===== config.mk =====
export PLATFORM = sky130hd
export DESIGN_NAME = afd_diag_regs
export DESIGN_NICKNAME = d
export VERILOG_FILES = /design/src/design/afd_pkg.sv /design/src/design/afd_diag_regs.sv /design/src/design/afd_sync.sv
export VERILOG_INCLUDE_DIRS = /design/src /design/src/design
export SDC_FILE = /design/constraint.sdc
export NUM_CORES = 1
export LEC_CHECK = 0
export BUFFER_PORTS_ARGS = -buffer_cell sky130_fd_sc_hd__buf_2
export CAP_MARGIN = 5
export CORE_AREA = 2 2 91 93
export CTS_CLUSTER_DIAMETER = 100
export DETAILED_ROUTE_END_ITERATION = 10
export DIE_AREA = 0 0 93 95
export PLACE_DENSITY = 0.77
export SYNTH_ARGS = -nofsm -noshare
export SYNTH_HDL_FRONTEND = slang
export SYNTH_SLANG_ARGS = --single-unit

===== constraint.sdc =====
create_clock -name sys_clk -period 5.3 [get_ports sys_clk]
set_clock_uncertainty 0.05 [all_clocks]
set_input_delay 0.795 -clock sys_clk [delete_from_list [all_inputs] [get_ports sys_clk]]
set_output_delay 0.795 -clock sys_clk [all_outputs]
set_load 0.01 [all_outputs]

===== src/design/afd_regs.svh =====
// register offsets, field positions and reset values of the fault-diagnostic register bank
`ifndef AFD_REGS_SVH
`define AFD_REGS_SVH

// fixed bus target address, seven bits (0x30 as an 8-bit write address)
`define AFD_I2C_ADDR 7'h18
// register offsets within a page
`define AFD_REG_PAGE 8'h00
`define AFD_REG_SWRST 8'h01
`define AFD_REG_AMP 8'h2d
`define AFD_REG_GPIO 8'h34
// page select values
`define AFD_PAGE0 8'h00
`define AFD_PAGE1 8'h01
// field positions
`define AFD_BIT_RUN 1
`define AFD_BIT_OTP 7
`define AFD_BIT_PIN 1
`define AFD_BIT_GPOUT 0
`define AFD_BIT_SWRST 0
`define AFD_MODE_HI 5
`define AFD_MODE_LO 2
// pin mode codes
`define AFD_MODE_GPIN 4'h2
`define AFD_MODE_GPOUT 4'h3
// reset values
`define AFD_PAGE_RST 8'h00
`define AFD_AMP_RST 8'h00
`define AFD_GPIO_RST 8'h00
// bits per byte on the serial link, pointer step
`define AFD_BYTE_BITS 4'h8
`define AFD_PTR_STEP 8'h01

`endif


===== src/design/afd_pkg.sv =====
// types shared by the fault-diagnostic register bank
package afd_pkg;

    // serial slave states, one-hot
    typedef enum logic [6:0] {
        ST_IDLE = 7'h01,
        ST_ADDR = 7'h02,
        ST_ACKA = 7'h04,
        ST_WRITE = 7'h08,
        ST_ACKW = 7'h10,
        ST_READ = 7'h20,
        ST_ACKR = 7'h40
    } afd_state_t;

    // short detector levels from the output stage
    typedef struct packed {
        logic outToOut; // the two speaker outputs shorted together
        logic outToGnd; // either output shorted to ground
        logic outToPwr; // either output shorted to the supply rail
    } afd_short_t;

endpackage


===== src/design/afd_diag_regs.sv =====
// fault-diagnostic register bank of a mono class-d amplifier behind a serial slave
`timescale 1ns/1ns
`include "afd_regs.svh"
module afd_diag_regs (
    input wire logic sys_clk,
    input wire logic rst,
    input wire logic sclIn,
    input wire logic sdaIn,
    output logic sdaOut,
    output logic sdaOe,
    input wire logic gpioPinIn,
    output logic gpioPinOut,
    output logic gpioPinOe,
    input wire afd_pkg::afd_short_t shortIn,
    input wire logic otpIn,
    output logic ampOn,
    output logic shortFault,
    output logic overTemp
);

    // synchronised pins
    logic sclS; // serial clock
    logic sdaS; // serial data
    logic pinS; // multi-purpose pin level
    logic otpS; // overtemperature detector
    afd_pkg::afd_short_t shortS; // short detectors
    logic shortAny; // any short condition

    afd_sync #(
        .WIDTH(7)
    ) u_sync (
        .sys_clk(sys_clk),
        .rst(rst),
        .din({shortIn, otpIn, gpioPinIn, sdaIn, sclIn}),
        .dout({shortS, otpS, pinS, sdaS, sclS})
    );

    assign shortAny = shortS.outToOut | shortS.outToGnd | shortS.outToPwr;

    // serial slave state
    afd_pkg::afd_state_t state_reg, state_next;
    logic sclPrev_reg, sclPrev_next; // last serial clock
    logic sdaPrev_reg, sdaPrev_next; // last serial data
    logic [3:0] cnt_reg, cnt_next; // bits moved in this byte
    logic [7:0] shift_reg, shift_next; // receive shifter
    logic [7:0] tx_reg, tx_next; // transmit shifter
    logic [7:0] ptr_reg, ptr_next; // register pointer, auto-incrementing
    logic rw_reg, rw_next; // read request
    logic ptrPhase_reg, ptrPhase_next; // next write byte is the pointer
    logic nack_reg, nack_next; // master refused more data
    logic sdaOe_reg, sdaOe_next; // pulling data low
    // register bank state
    logic [7:0] page_reg, page_next; // selected page
    logic [7:0] amp_reg, amp_next; // amplifier control byte
    logic [7:0] gpio_reg, gpio_next; // pin control byte
    logic latch_reg, latch_next; // short fault seen since reset
    logic ampOn_reg, ampOn_next; // amplifier stage enable
    logic gpOut_reg, gpOut_next; // pin output level
    logic gpOe_reg, gpOe_next; // pin output enable
    logic otp_reg, otp_next; // overtemperature out
    // bus events
    logic start; // start condition
    logic stop; // stop condition
    logic sclRise;
    logic sclFall;
    logic wrEn; // one-cycle register write strobe
    logic softRst; // software reset write
    logic [7:0] rdData; // byte at the pointer
    logic [3:0] pinMode; // pin mode field
    logic pinInMode; // pin in general input mode

    assign start = sclS & sclPrev_reg & sdaPrev_reg & ~sdaS;
    assign stop = sclS & sclPrev_reg & ~sdaPrev_reg & sdaS;
    assign sclRise = sclS & ~sclPrev_reg;
    assign sclFall = ~sclS & sclPrev_reg;
    assign pinMode = gpio_reg[`AFD_MODE_HI:`AFD_MODE_LO];
    assign pinInMode = (pinMode == `AFD_MODE_GPIN);

    // read mux, one byte per register
    always_comb
    begin
        rdData = 8'h00;
        if (ptr_reg == `AFD_REG_PAGE)
        begin
            rdData = page_reg;
        end
        else if (page_reg == `AFD_PAGE0)
        begin
            if (ptr_reg == `AFD_REG_AMP)
            begin
                rdData[`AFD_BIT_OTP] = otpS;
            end
            else if (ptr_reg == `AFD_REG_GPIO)
            begin
                rdData = gpio_reg;
                rdData[`AFD_BIT_PIN] = pinInMode & pinS;
            end
        end
        else if (page_reg == `AFD_PAGE1 && ptr_reg == `AFD_REG_AMP)
        begin
            rdData = amp_reg;
        end
    end

    // serial slave next state; runs whatever the mute state is
    always_comb
    begin
        state_next = state_reg;
        sclPrev_next = sclS;
        sdaPrev_next = sdaS;
        cnt_next = cnt_reg;
        shift_next = shift_reg;
        tx_next = tx_reg;
        ptr_next = ptr_reg;
        rw_next = rw_reg;
        ptrPhase_next = ptrPhase_reg;
        nack_next = nack_reg;
        sdaOe_next = sdaOe_reg;
        wrEn = 1'b0;
        if (start)
        begin
            // (re)start: expect the address byte
            state_next = afd_pkg::ST_ADDR;
            cnt_next = 4'h0;
            sdaOe_next = 1'b0;
        end
        else if (stop)
        begin
            state_next = afd_pkg::ST_IDLE;
            sdaOe_next = 1'b0;
        end
        else
        begin
            unique case (state_reg)
                afd_pkg::ST_IDLE:
                begin
                    state_next = afd_pkg::ST_IDLE;
                end
                afd_pkg::ST_ADDR:
                begin
                    if (sclRise)
                    begin
                        shift_next = {shift_reg[6:0], sdaS};
                        cnt_next = cnt_reg + 4'h1;
                    end
                    else if (sclFall && cnt_reg == `AFD_BYTE_BITS)
                    begin
                        cnt_next = 4'h0;
                        if (shift_reg[7:1] == `AFD_I2C_ADDR)
                        begin
                            state_next = afd_pkg::ST_ACKA;
                            rw_next = shift_reg[0];
                            sdaOe_next = 1'b1;
                        end
                        else
                        begin
                            state_next = afd_pkg::ST_IDLE;
                        end
                    end
                end
                afd_pkg::ST_ACKA:
                begin
                    if (sclFall && rw_reg)
                    begin
                        // first read byte, msb driven now
                        state_next = afd_pkg::ST_READ;
                        tx_next = rdData;
                        sdaOe_next = ~rdData[7];
                        cnt_next = 4'h1;
                    end
                    else if (sclFall)
                    begin
                        state_next = afd_pkg::ST_WRITE;
                        sdaOe_next = 1'b0;
                        ptrPhase_next = 1'b1;
                    end
                end
                afd_pkg::ST_WRITE:
                begin
                    if (sclRise)
                    begin
                        shift_next = {shift_reg[6:0], sdaS};
                        cnt_next = cnt_reg + 4'h1;
                    end
                    else if (sclFall && cnt_reg == `AFD_BYTE_BITS)
                    begin
                        cnt_next = 4'h0;
                        state_next = afd_pkg::ST_ACKW;
                        sdaOe_next = 1'b1;
                        ptrPhase_next = 1'b0;
                        if (ptrPhase_reg)
                        begin
                            ptr_next = shift_reg;
                        end
                        else
                        begin
                            wrEn = 1'b1;
                            ptr_next = ptr_reg + `AFD_PTR_STEP;
                        end
                    end
                end
                afd_pkg::ST_ACKW:
                begin
                    if (sclFall)
                    begin
                        state_next = afd_pkg::ST_WRITE;
                        sdaOe_next = 1'b0;
                    end
                end
                afd_pkg::ST_READ:
                begin
                    if (sclFall && cnt_reg == `AFD_BYTE_BITS)
                    begin
                        // byte done, release for the master's ack
                        state_next = afd_pkg::ST_ACKR;
                        sdaOe_next = 1'b0;
                        ptr_next = ptr_reg + `AFD_PTR_STEP;
                        cnt_next = 4'h0;
                    end
                    else if (sclFall)
                    begin
                        sdaOe_next = ~tx_reg[6];
                        tx_next = {tx_reg[6:0], 1'b0};
                        cnt_next = cnt_reg + 4'h1;
                    end
                end
                afd_pkg::ST_ACKR:
                begin
                    if (sclRise)
                    begin
                        nack_next = sdaS;
                    end
                    else if (sclFall && nack_reg)
                    begin
                        state_next = afd_pkg::ST_IDLE;
                    end
                    else if (sclFall)
                    begin
                        state_next = afd_pkg::ST_READ;
                        tx_next = rdData;
                        sdaOe_next = ~rdData[7];
                        cnt_next = 4'h1;
                    end
                end
                default:
                begin
                    state_next = afd_pkg::ST_IDLE;
                    sdaOe_next = 1'b0;
                end
            endcase
        end
    end

    assign softRst = wrEn && page_reg == `AFD_PAGE0 && ptr_reg == `AFD_REG_SWRST
        && shift_reg[`AFD_BIT_SWRST];

    // register bank next state
    always_comb
    begin
        page_next = page_reg;
        amp_next = amp_reg;
        gpio_next = gpio_reg;
        latch_next = latch_reg;
        if (softRst)
        begin
            // software reset: back to defaults, fault released unless a short is still present
            page_next = `AFD_PAGE_RST;
            amp_next = `AFD_AMP_RST;
            gpio_next = `AFD_GPIO_RST;
            latch_next = 1'b0;
        end
        else if (wrEn && ptr_reg == `AFD_REG_PAGE)
        begin
            page_next = shift_reg;
        end
        else if (wrEn && page_reg == `AFD_PAGE1 && ptr_reg == `AFD_REG_AMP)
        begin
            amp_next = shift_reg;
        end
        else if (wrEn && page_reg == `AFD_PAGE0 && ptr_reg == `AFD_REG_GPIO)
        begin
            gpio_next = shift_reg;
        end
        if (shortAny)
        begin
            latch_next = 1'b1;
        end
        if (latch_next)
        begin
            // fault wins over any write of the run bit
            amp_next[`AFD_BIT_RUN] = 1'b0;
        end
        ampOn_next = amp_reg[`AFD_BIT_RUN] & ~latch_reg & ~otpS;
        gpOut_next = gpio_reg[`AFD_BIT_GPOUT];
        gpOe_next = (pinMode == `AFD_MODE_GPOUT);
        otp_next = otpS;
    end

    // all state registers
    always_ff @(posedge sys_clk or posedge rst)
    begin
        if (rst)
        begin
            state_reg <= afd_pkg::ST_IDLE;
            sclPrev_reg <= 1'b0;
            sdaPrev_reg <= 1'b0;
            cnt_reg <= 4'h0;
            shift_reg <= 8'h00;
            tx_reg <= 8'h00;
            ptr_reg <= 8'h00;
            rw_reg <= 1'b0;
            ptrPhase_reg <= 1'b0;
            nack_reg <= 1'b0;
            sdaOe_reg <= 1'b0;
            page_reg <= `AFD_PAGE_RST;
            amp_reg <= `AFD_AMP_RST;
            gpio_reg <= `AFD_GPIO_RST;
            latch_reg <= 1'b0;
            ampOn_reg <= 1'b0;
            gpOut_reg <= 1'b0;
            gpOe_reg <= 1'b0;
            otp_reg <= 1'b0;
        end
        else
        begin
            state_reg <= state_next;
            sclPrev_reg <= sclPrev_next;
            sdaPrev_reg <= sdaPrev_next;
            cnt_reg <= cnt_next;
            shift_reg <= shift_next;
            tx_reg <= tx_next;
            ptr_reg <= ptr_next;
            rw_reg <= rw_next;
            ptrPhase_reg <= ptrPhase_next;
            nack_reg <= nack_next;
            sdaOe_reg <= sdaOe_next;
            page_reg <= page_next;
            amp_reg <= amp_next;
            gpio_reg <= gpio_next;
            latch_reg <= latch_next;
            ampOn_reg <= ampOn_next;
            gpOut_reg <= gpOut_next;
            gpOe_reg <= gpOe_next;
            otp_reg <= otp_next;
        end
    end

    // open-drain data: only ever pulls low
    assign sdaOut = 1'b0;
    assign sdaOe = sdaOe_reg;
    assign gpioPinOut = gpOut_reg;
    assign gpioPinOe = gpOe_reg;
    assign ampOn = ampOn_reg;
    assign shortFault = latch_reg;
    assign overTemp = otp_reg;
endmodule // afd_diag_regs


===== src/design/afd_sync.sv =====
// two-flop synchroniser for asynchronous level inputs
`timescale 1ns/1ns
module afd_sync #(
    parameter int WIDTH = 1
) (
    input wire logic sys_clk,
    input wire logic rst,
    input wire logic [WIDTH-1:0] din,
    output logic [WIDTH-1:0] dout
);

    logic [WIDTH-1:0] meta_reg; // first stage, read only by the second
    logic [WIDTH-1:0] meta_next;
    logic [WIDTH-1:0] sync_reg; // second stage
    logic [WIDTH-1:0] sync_next;

    // next values: shift the pin through two stages
    always_comb
    begin
        meta_next = din;
        sync_next = meta_reg;
    end

    // stage registers
    always_ff @(posedge sys_clk or posedge rst)
    begin
        if (rst)
        begin
            meta_reg <= '0;
            sync_reg <= '0;
        end
        else
        begin
            meta_reg <= meta_next;
            sync_reg <= sync_next;
        end
    end

    assign dout = sync_reg;

endmodule // afd_sync


# == Yosys cells after proc, flatten, opt, wreduce, memory -nomap -nowiden ==
# Index checks and enable logic that the tools add are counted.
# W data, S select, Z words.
# classes
addsub,2
eq_ne,48
mux,81
bitwise,23
reduce_logical,34
# ops
cell,count
$mux W8,17
$mux W7,19
$pmux W7 S6,1
$mux W4,10
$ne A4 B4 Y1 const B,10
$mux W1,28
$ne A2 B2 Y1 const B,14
$pmux W7 S3,1
$ne A3 B3 Y1 const B,6
$eq A8 B1 Y1 const B,2
$eq A8 B6 Y1 const B,2
$logic_not A8 Y1,2
$pmux W4 S4,1
$pmux W8 S2,1
$eq A7 B5 Y1 const B,2
$reduce_and A7 Y1,2
$reduce_and A6 Y1,2
$logic_and A1 B1 Y1,11
$not A1 Y1,11
$and A1 B1 Y1,10
$ne A5 B5 Y1 const B,2
$reduce_and A10 Y1,1
$reduce_bool A2 Y1,5
$reduce_and A9 Y1,1
22 further kinds,27
# word_totals
reg_bits,83
inputBits,9
wordCells,210

# == Longest topological paths before layout ==
# depth
word_depth,15
ltp_mapped,9

# == By module ==
# A second synthesis with hierarchy kept.
# unflattened
cells_unflattened,427
area_unflattened_um2,4290.4
# by_module_without_submodules
mod,n_inst,cells_per_inst,area_each_um2,seq_area_each_um2
afd_diag_regs,1,412,3936.3,1702.9
afd_sync,1,15,354.1,350.3

# == Worst setup path before layout ==
# No wires, ideal clock.
# synth_timing
kind,register to register
from,register state_reg[3]
to,register ptr_reg[7]
setup_time_ns,0.126
arrival_ns,2.030
required_ns,5.124
slack_ns,3.094
path_stages_with_launch,8
path_buffers,2
period_less_slack_ns,2.206
path_cell_list,dfrtp_1 -> clkbuf_1 -> or4_1 -> buf_2 -> o21a_1 -> or3b_2 -> o21ai_0 -> a21oi_1
# synth_between
elab_chain_cells,3
word_cells_on_any_way,8
classes_between,5 x eq/ne; 1 x mux; 2 x reduce/logical
# synth_lines
element,line_no,rtl
start: declaration,afd_diag_regs.sv:41,"afd_pkg::afd_state_t state_reg, state_next;"
start signal: assignment,afd_diag_regs.sv:304,state_reg <= afd_pkg::ST_IDLE;
start signal: assignment,afd_diag_regs.sv:326,state_reg <= state_next;
$eq A7 B4 Y1 or $eq A7 B6 Y1 (tied branches),afd_diag_regs.sv:134,unique case (state_reg)
$ne A2 B2 Y1 (no source line) or $reduce_bool A2 Y1 (tied branches),-,
$reduce_and A6 Y1 (no source line),-,
end signal: assignment,afd_diag_regs.sv:332,ptr_reg <= ptr_next;
end: declaration,afd_diag_regs.sv:47,"logic [7:0] ptr_reg, ptr_next;"
# Parallel ways exist; a longest one is shown, timed or not.
# A chain may end at the register's enable or synchronous reset.

# == Worst setup path in the final report ==
# layout_timing
from,register state_reg[3]
to,register ptr_reg[4]
# The elaborated chain is that of the path after synthesis.

==> summary.md <==
| Metric | Value |
|---|---|
| Largest net degree at the start of global routing | `62` |
| GRT overflow | `0` |
| Sequential share of power | `57.8%` |
| Worst rel slew slack | `15.13%` |
| Max VDD drop | `0.1846 mV` |
| Critical path launch point type | `register` |
| Setup TNS Final | `0 ns` |
| Antenna Nets Post-Route | `0` |
| RSZ-0062 raised after global routing | `false` |
| Gr usage total | `23.73%` |
| Worst path arrival time | `3.36 ns` |
| H-tree Lvls | `3` |
| Routed WL per cell | `18.68 um` |
| GP Congestion | `0.9288` |
| Synthesized area | `about 0.0042 mm^2` |
| Inserted Diodes | `0` |
| CP max FO | `18` |
| Most frequent cells in the layout | `dfrtp_1 (81), nor2_1 (34), nand2_1 (28), mux2_2 (17)` |
| Post-layout instance area | `0.004513 mm^2` |
| Post-Route Utilization | `56.93%` |
| IO Port Bufs | `14` |
| CP Data Required Time | `5.50 ns` |
| Setup bufs post-CTS | `0` |
| Vias per cell | `6.393` |
| I/O pin count | `16` |
| CTS tree | `built` |
| Synthesis-stage register bit count | `82` |
| DRT Wirelength | `9.693 mm` |
| Final HPWL DP | `approximately 6.7 mm` |
| Total Nets Final | `423` |
| Sequential fraction of the synthesis area | `48.85%` |
| Clk buf depth | `2` |
| Die area | `0.008835 mm^2` |
| Leakage | `roughly 2 nW` |
| Vias | `3318` |
| Int Power | `~0.84 mW` |
| Layout cells sized above 1 | `15.46%` |
| Crit Path Class | `reg -> reg` |
| Post-synth EDFFs | `0` |
| Core area | `around 0.008 mm^2` |
| Area Overhead vs Synth | `7.383%` |
| Hold crit path type | `reg -> reg` |
| Mapped Avg Cell Area | `10.45 um^2` |
| Area post-placement | `about 0.0043 mm^2` |
| Power per cell area | `245.7 mW/mm^2` |
| Sw Share | `23.80%` |
| Post-synthesis async set-or-reset flop share | `100.0%` |
| Yosys cell types | `between 70 and 80` |
| Die Y | `95 um` |
| Fillers | `roughly 670` |
| Ys flop type | `dfrtp_1` |
| Latest clock arrival within the worst-skew pair | `0.36 ns` |
| Clock-pin slew on the worst setup and hold paths | `around 0.09 ns` |
| Max Slew Vio Count | `0` |
| Most common cell after layout, fill and taps aside | `dfrtp_1` |
| Fin crit share | `between 50% and 60%` |
| Finish-stage setup viols | `0` |
| Placed Cells incl. Taps | `roughly 500` |
| Drt drc | `0` |
| Minimum clock period | `3.160 ns` |
| Combinational fraction of design power | `under 10%` |
| Starting Density | `53.01%` |
| Fin. Hold Viols | `0` |
| Non-Filler Instances | `519` |
| Post_cts resized | `0` |
| Clk sink count | `82` |
| Cell Rows | `33` |
| CP Capture Type | `register` |
| Mapped Cells | `402` |
| Total CTS buffers | `9` |
| Net Switching | `about 0.26 mW` |
| Initial DRC Count | `323` |
| Syn. warnings | `0` |
| Outcome | `finished clean` |
| CTS Hold Bufs | `0` |
| Initial antenna violation count | `0` |
| Clock Root Buffer | `clkbuf_8` |
| Pwr Total | `around 1.1 mW` |
| Mapped Nets | `416` |
| First-pass GRT wire length | `16.15 mm` |
| DR pass1 iterations | `6` |
| Worst-margin pin slew | `1.260 ns` |
| Max Clk Rate | `roughly 0.32 GHz` |
| Max Cap Viol | `0` |
| Die Wd | `93 um` |
| Clock Power Share | `about two fifths` |
| Number of global-route vias before repair | `3328` |
path summary, 6_finish.rpt:
check | to | cells past startpoint | slack [ns] | startpoint
max | ptr_reg[4]$_DFFE_PP0P_ | 5 | 2.14 | state_reg[3]$_DFFE_PP0P_
min reg2reg | u_sync.dout[3]$_DFF_PP0_ | 0 | 0.30 | u_sync.meta_reg[3]$_DFF_PP0_
max reg2reg | ptr_reg[4]$_DFFE_PP0P_ | 5 | 2.14 | state_reg[3]$_DFFE_PP0P_
min in group asynchronous | u_sync.dout[0]$_DFF_PP0_ | 2 | 0.35 | rst
min | u_sync.dout[3]$_DFF_PP0_ | 0 | 0.30 | u_sync.meta_reg[3]$_DFF_PP0_
max in group asynchronous | page_reg[5]$_DFFE_PP0P_ | 3 | 3.80 | rst
synth_stat cells, types with 3 or more instances:
cell       number  area, um^2
dfrtp_1        81        2027
nor2_1         34       127.6
nand2_1        28       105.1
mux2_2         17       191.4
a21oi_1        16       80.08
o21ai_0        16       80.08
mux2i_1        15       150.1
nand3_1        13       65.06
a22o_1         10       87.58
inv_1          10       37.54
nor2b_1         9       56.30
nor3_1          9       45.04
a31oi_1         8       50.05
clkbuf_1        8       30.03
a22oi_1         6       45.04
buf_2           6       30.03
nor4b_1         6       52.55
o31ai_1         6       45.04
and4b_1         5       50.05
ha_1            5       62.56
and3_1          4       25.02
nand2b_1        4       25.02
nor3b_1         4       30.03
nor4_1          4       25.02
o2bb2ai_1       4       35.03
a21o_1          3       22.52
buf_4           3       22.52
nand4_1         3       18.77
nand4b_1        3       26.28
o22ai_1         3       18.77
o311ai_0        3       26.28
or2_2           3       18.77
or3b_2          3       26.28
cells by family (layout without fill, tap and decap cells):
| family | Yosys count | in the layout | synth area share, % |
|---|---|---|---|
| xor gates and xnor gates | 2 | 2 | 0.4169 |
| adders and majority gates | 5 | 5 | 1.489 |
| muxes | 32 | 32 | 8.127 |
| and+or+nand+nor | 147 | 147 | 20.18 |
| AOI/OAI and AO/OA | 103 | 103 | 17.54 |
| other | 1 | 1 | 0.08923 |
| buffers and inverters | 30 | 42 | 3.305 |
| DFF | 82 | 82 | 48.85 |
layout make-up:
type	count	area (um^2)	share of cell area [%]
Inverter	10	38.79	0.8594
Multi-Input combinational cell	290	2017	44.69
Timing Repair Buffer	16	85.08	1.885
Tap cell	105	131.4	2.911
Sequential cell	82	2053	45.49
Clock inverter	4	32.53	0.7208
Clock buffer	12	155.1	3.438
critical path: stages (launching register included):
cell	delay (ns)
dfrtp_1	0.48
nor4_1	0.50
nand3_1	0.58
a21oi_1	0.94
o21ai_0	0.21
a22o_1	0.28
through the flow:
| stage | setup slack [ns] | hold slack [ns] |
|---|---|---|
| 2_1_floorplan | 2.348 | 0.2812 |
| 3_3_place_gp | 2.315 | 0.2821 |
| 3_5_place_dp | 2.204 | 0.2855 |
| 4_1_cts | 2.194 | 0.3049 |
| 5_1_grt | 1.875 | 0.3120 |
| 6_report | 2.140 | 0.3001 |
power groups by stage:
| stage | Combinational [mW] | Clock (mW) | Sequential, mW |
|---|---|---|---|
| 2_1_floorplan | 0.0294 | 0 | 0.651 |
| 3_3_place_gp | 0.0397 | 0 | 0.653 |
| 3_5_place_dp | 0.0404 | 0 | 0.653 |
| 4_1_cts | 0.0403 | 0.437 | 0.641 |
| 5_1_grt | 0.0460 | 0.464 | 0.643 |
| 6_report | 0.0396 | 0.428 | 0.641 |
layer usage:
| layer | global-route usage, % | vias to the layer above | part of all wire [%] |
|---|---|---|---|
| met5 | 0 | - | 0 |
| met4 | 10.05 | 0 | 2.7 |
| met3 | 6.145 | 27 | 6.7 |
| met2 | 37.68 | 148 | 46 |
| met1 | 31.07 | 1614 | 44 |
| li1 | - | 1529 | - |
Note: power is estimated with default switching activity, not from simulation.
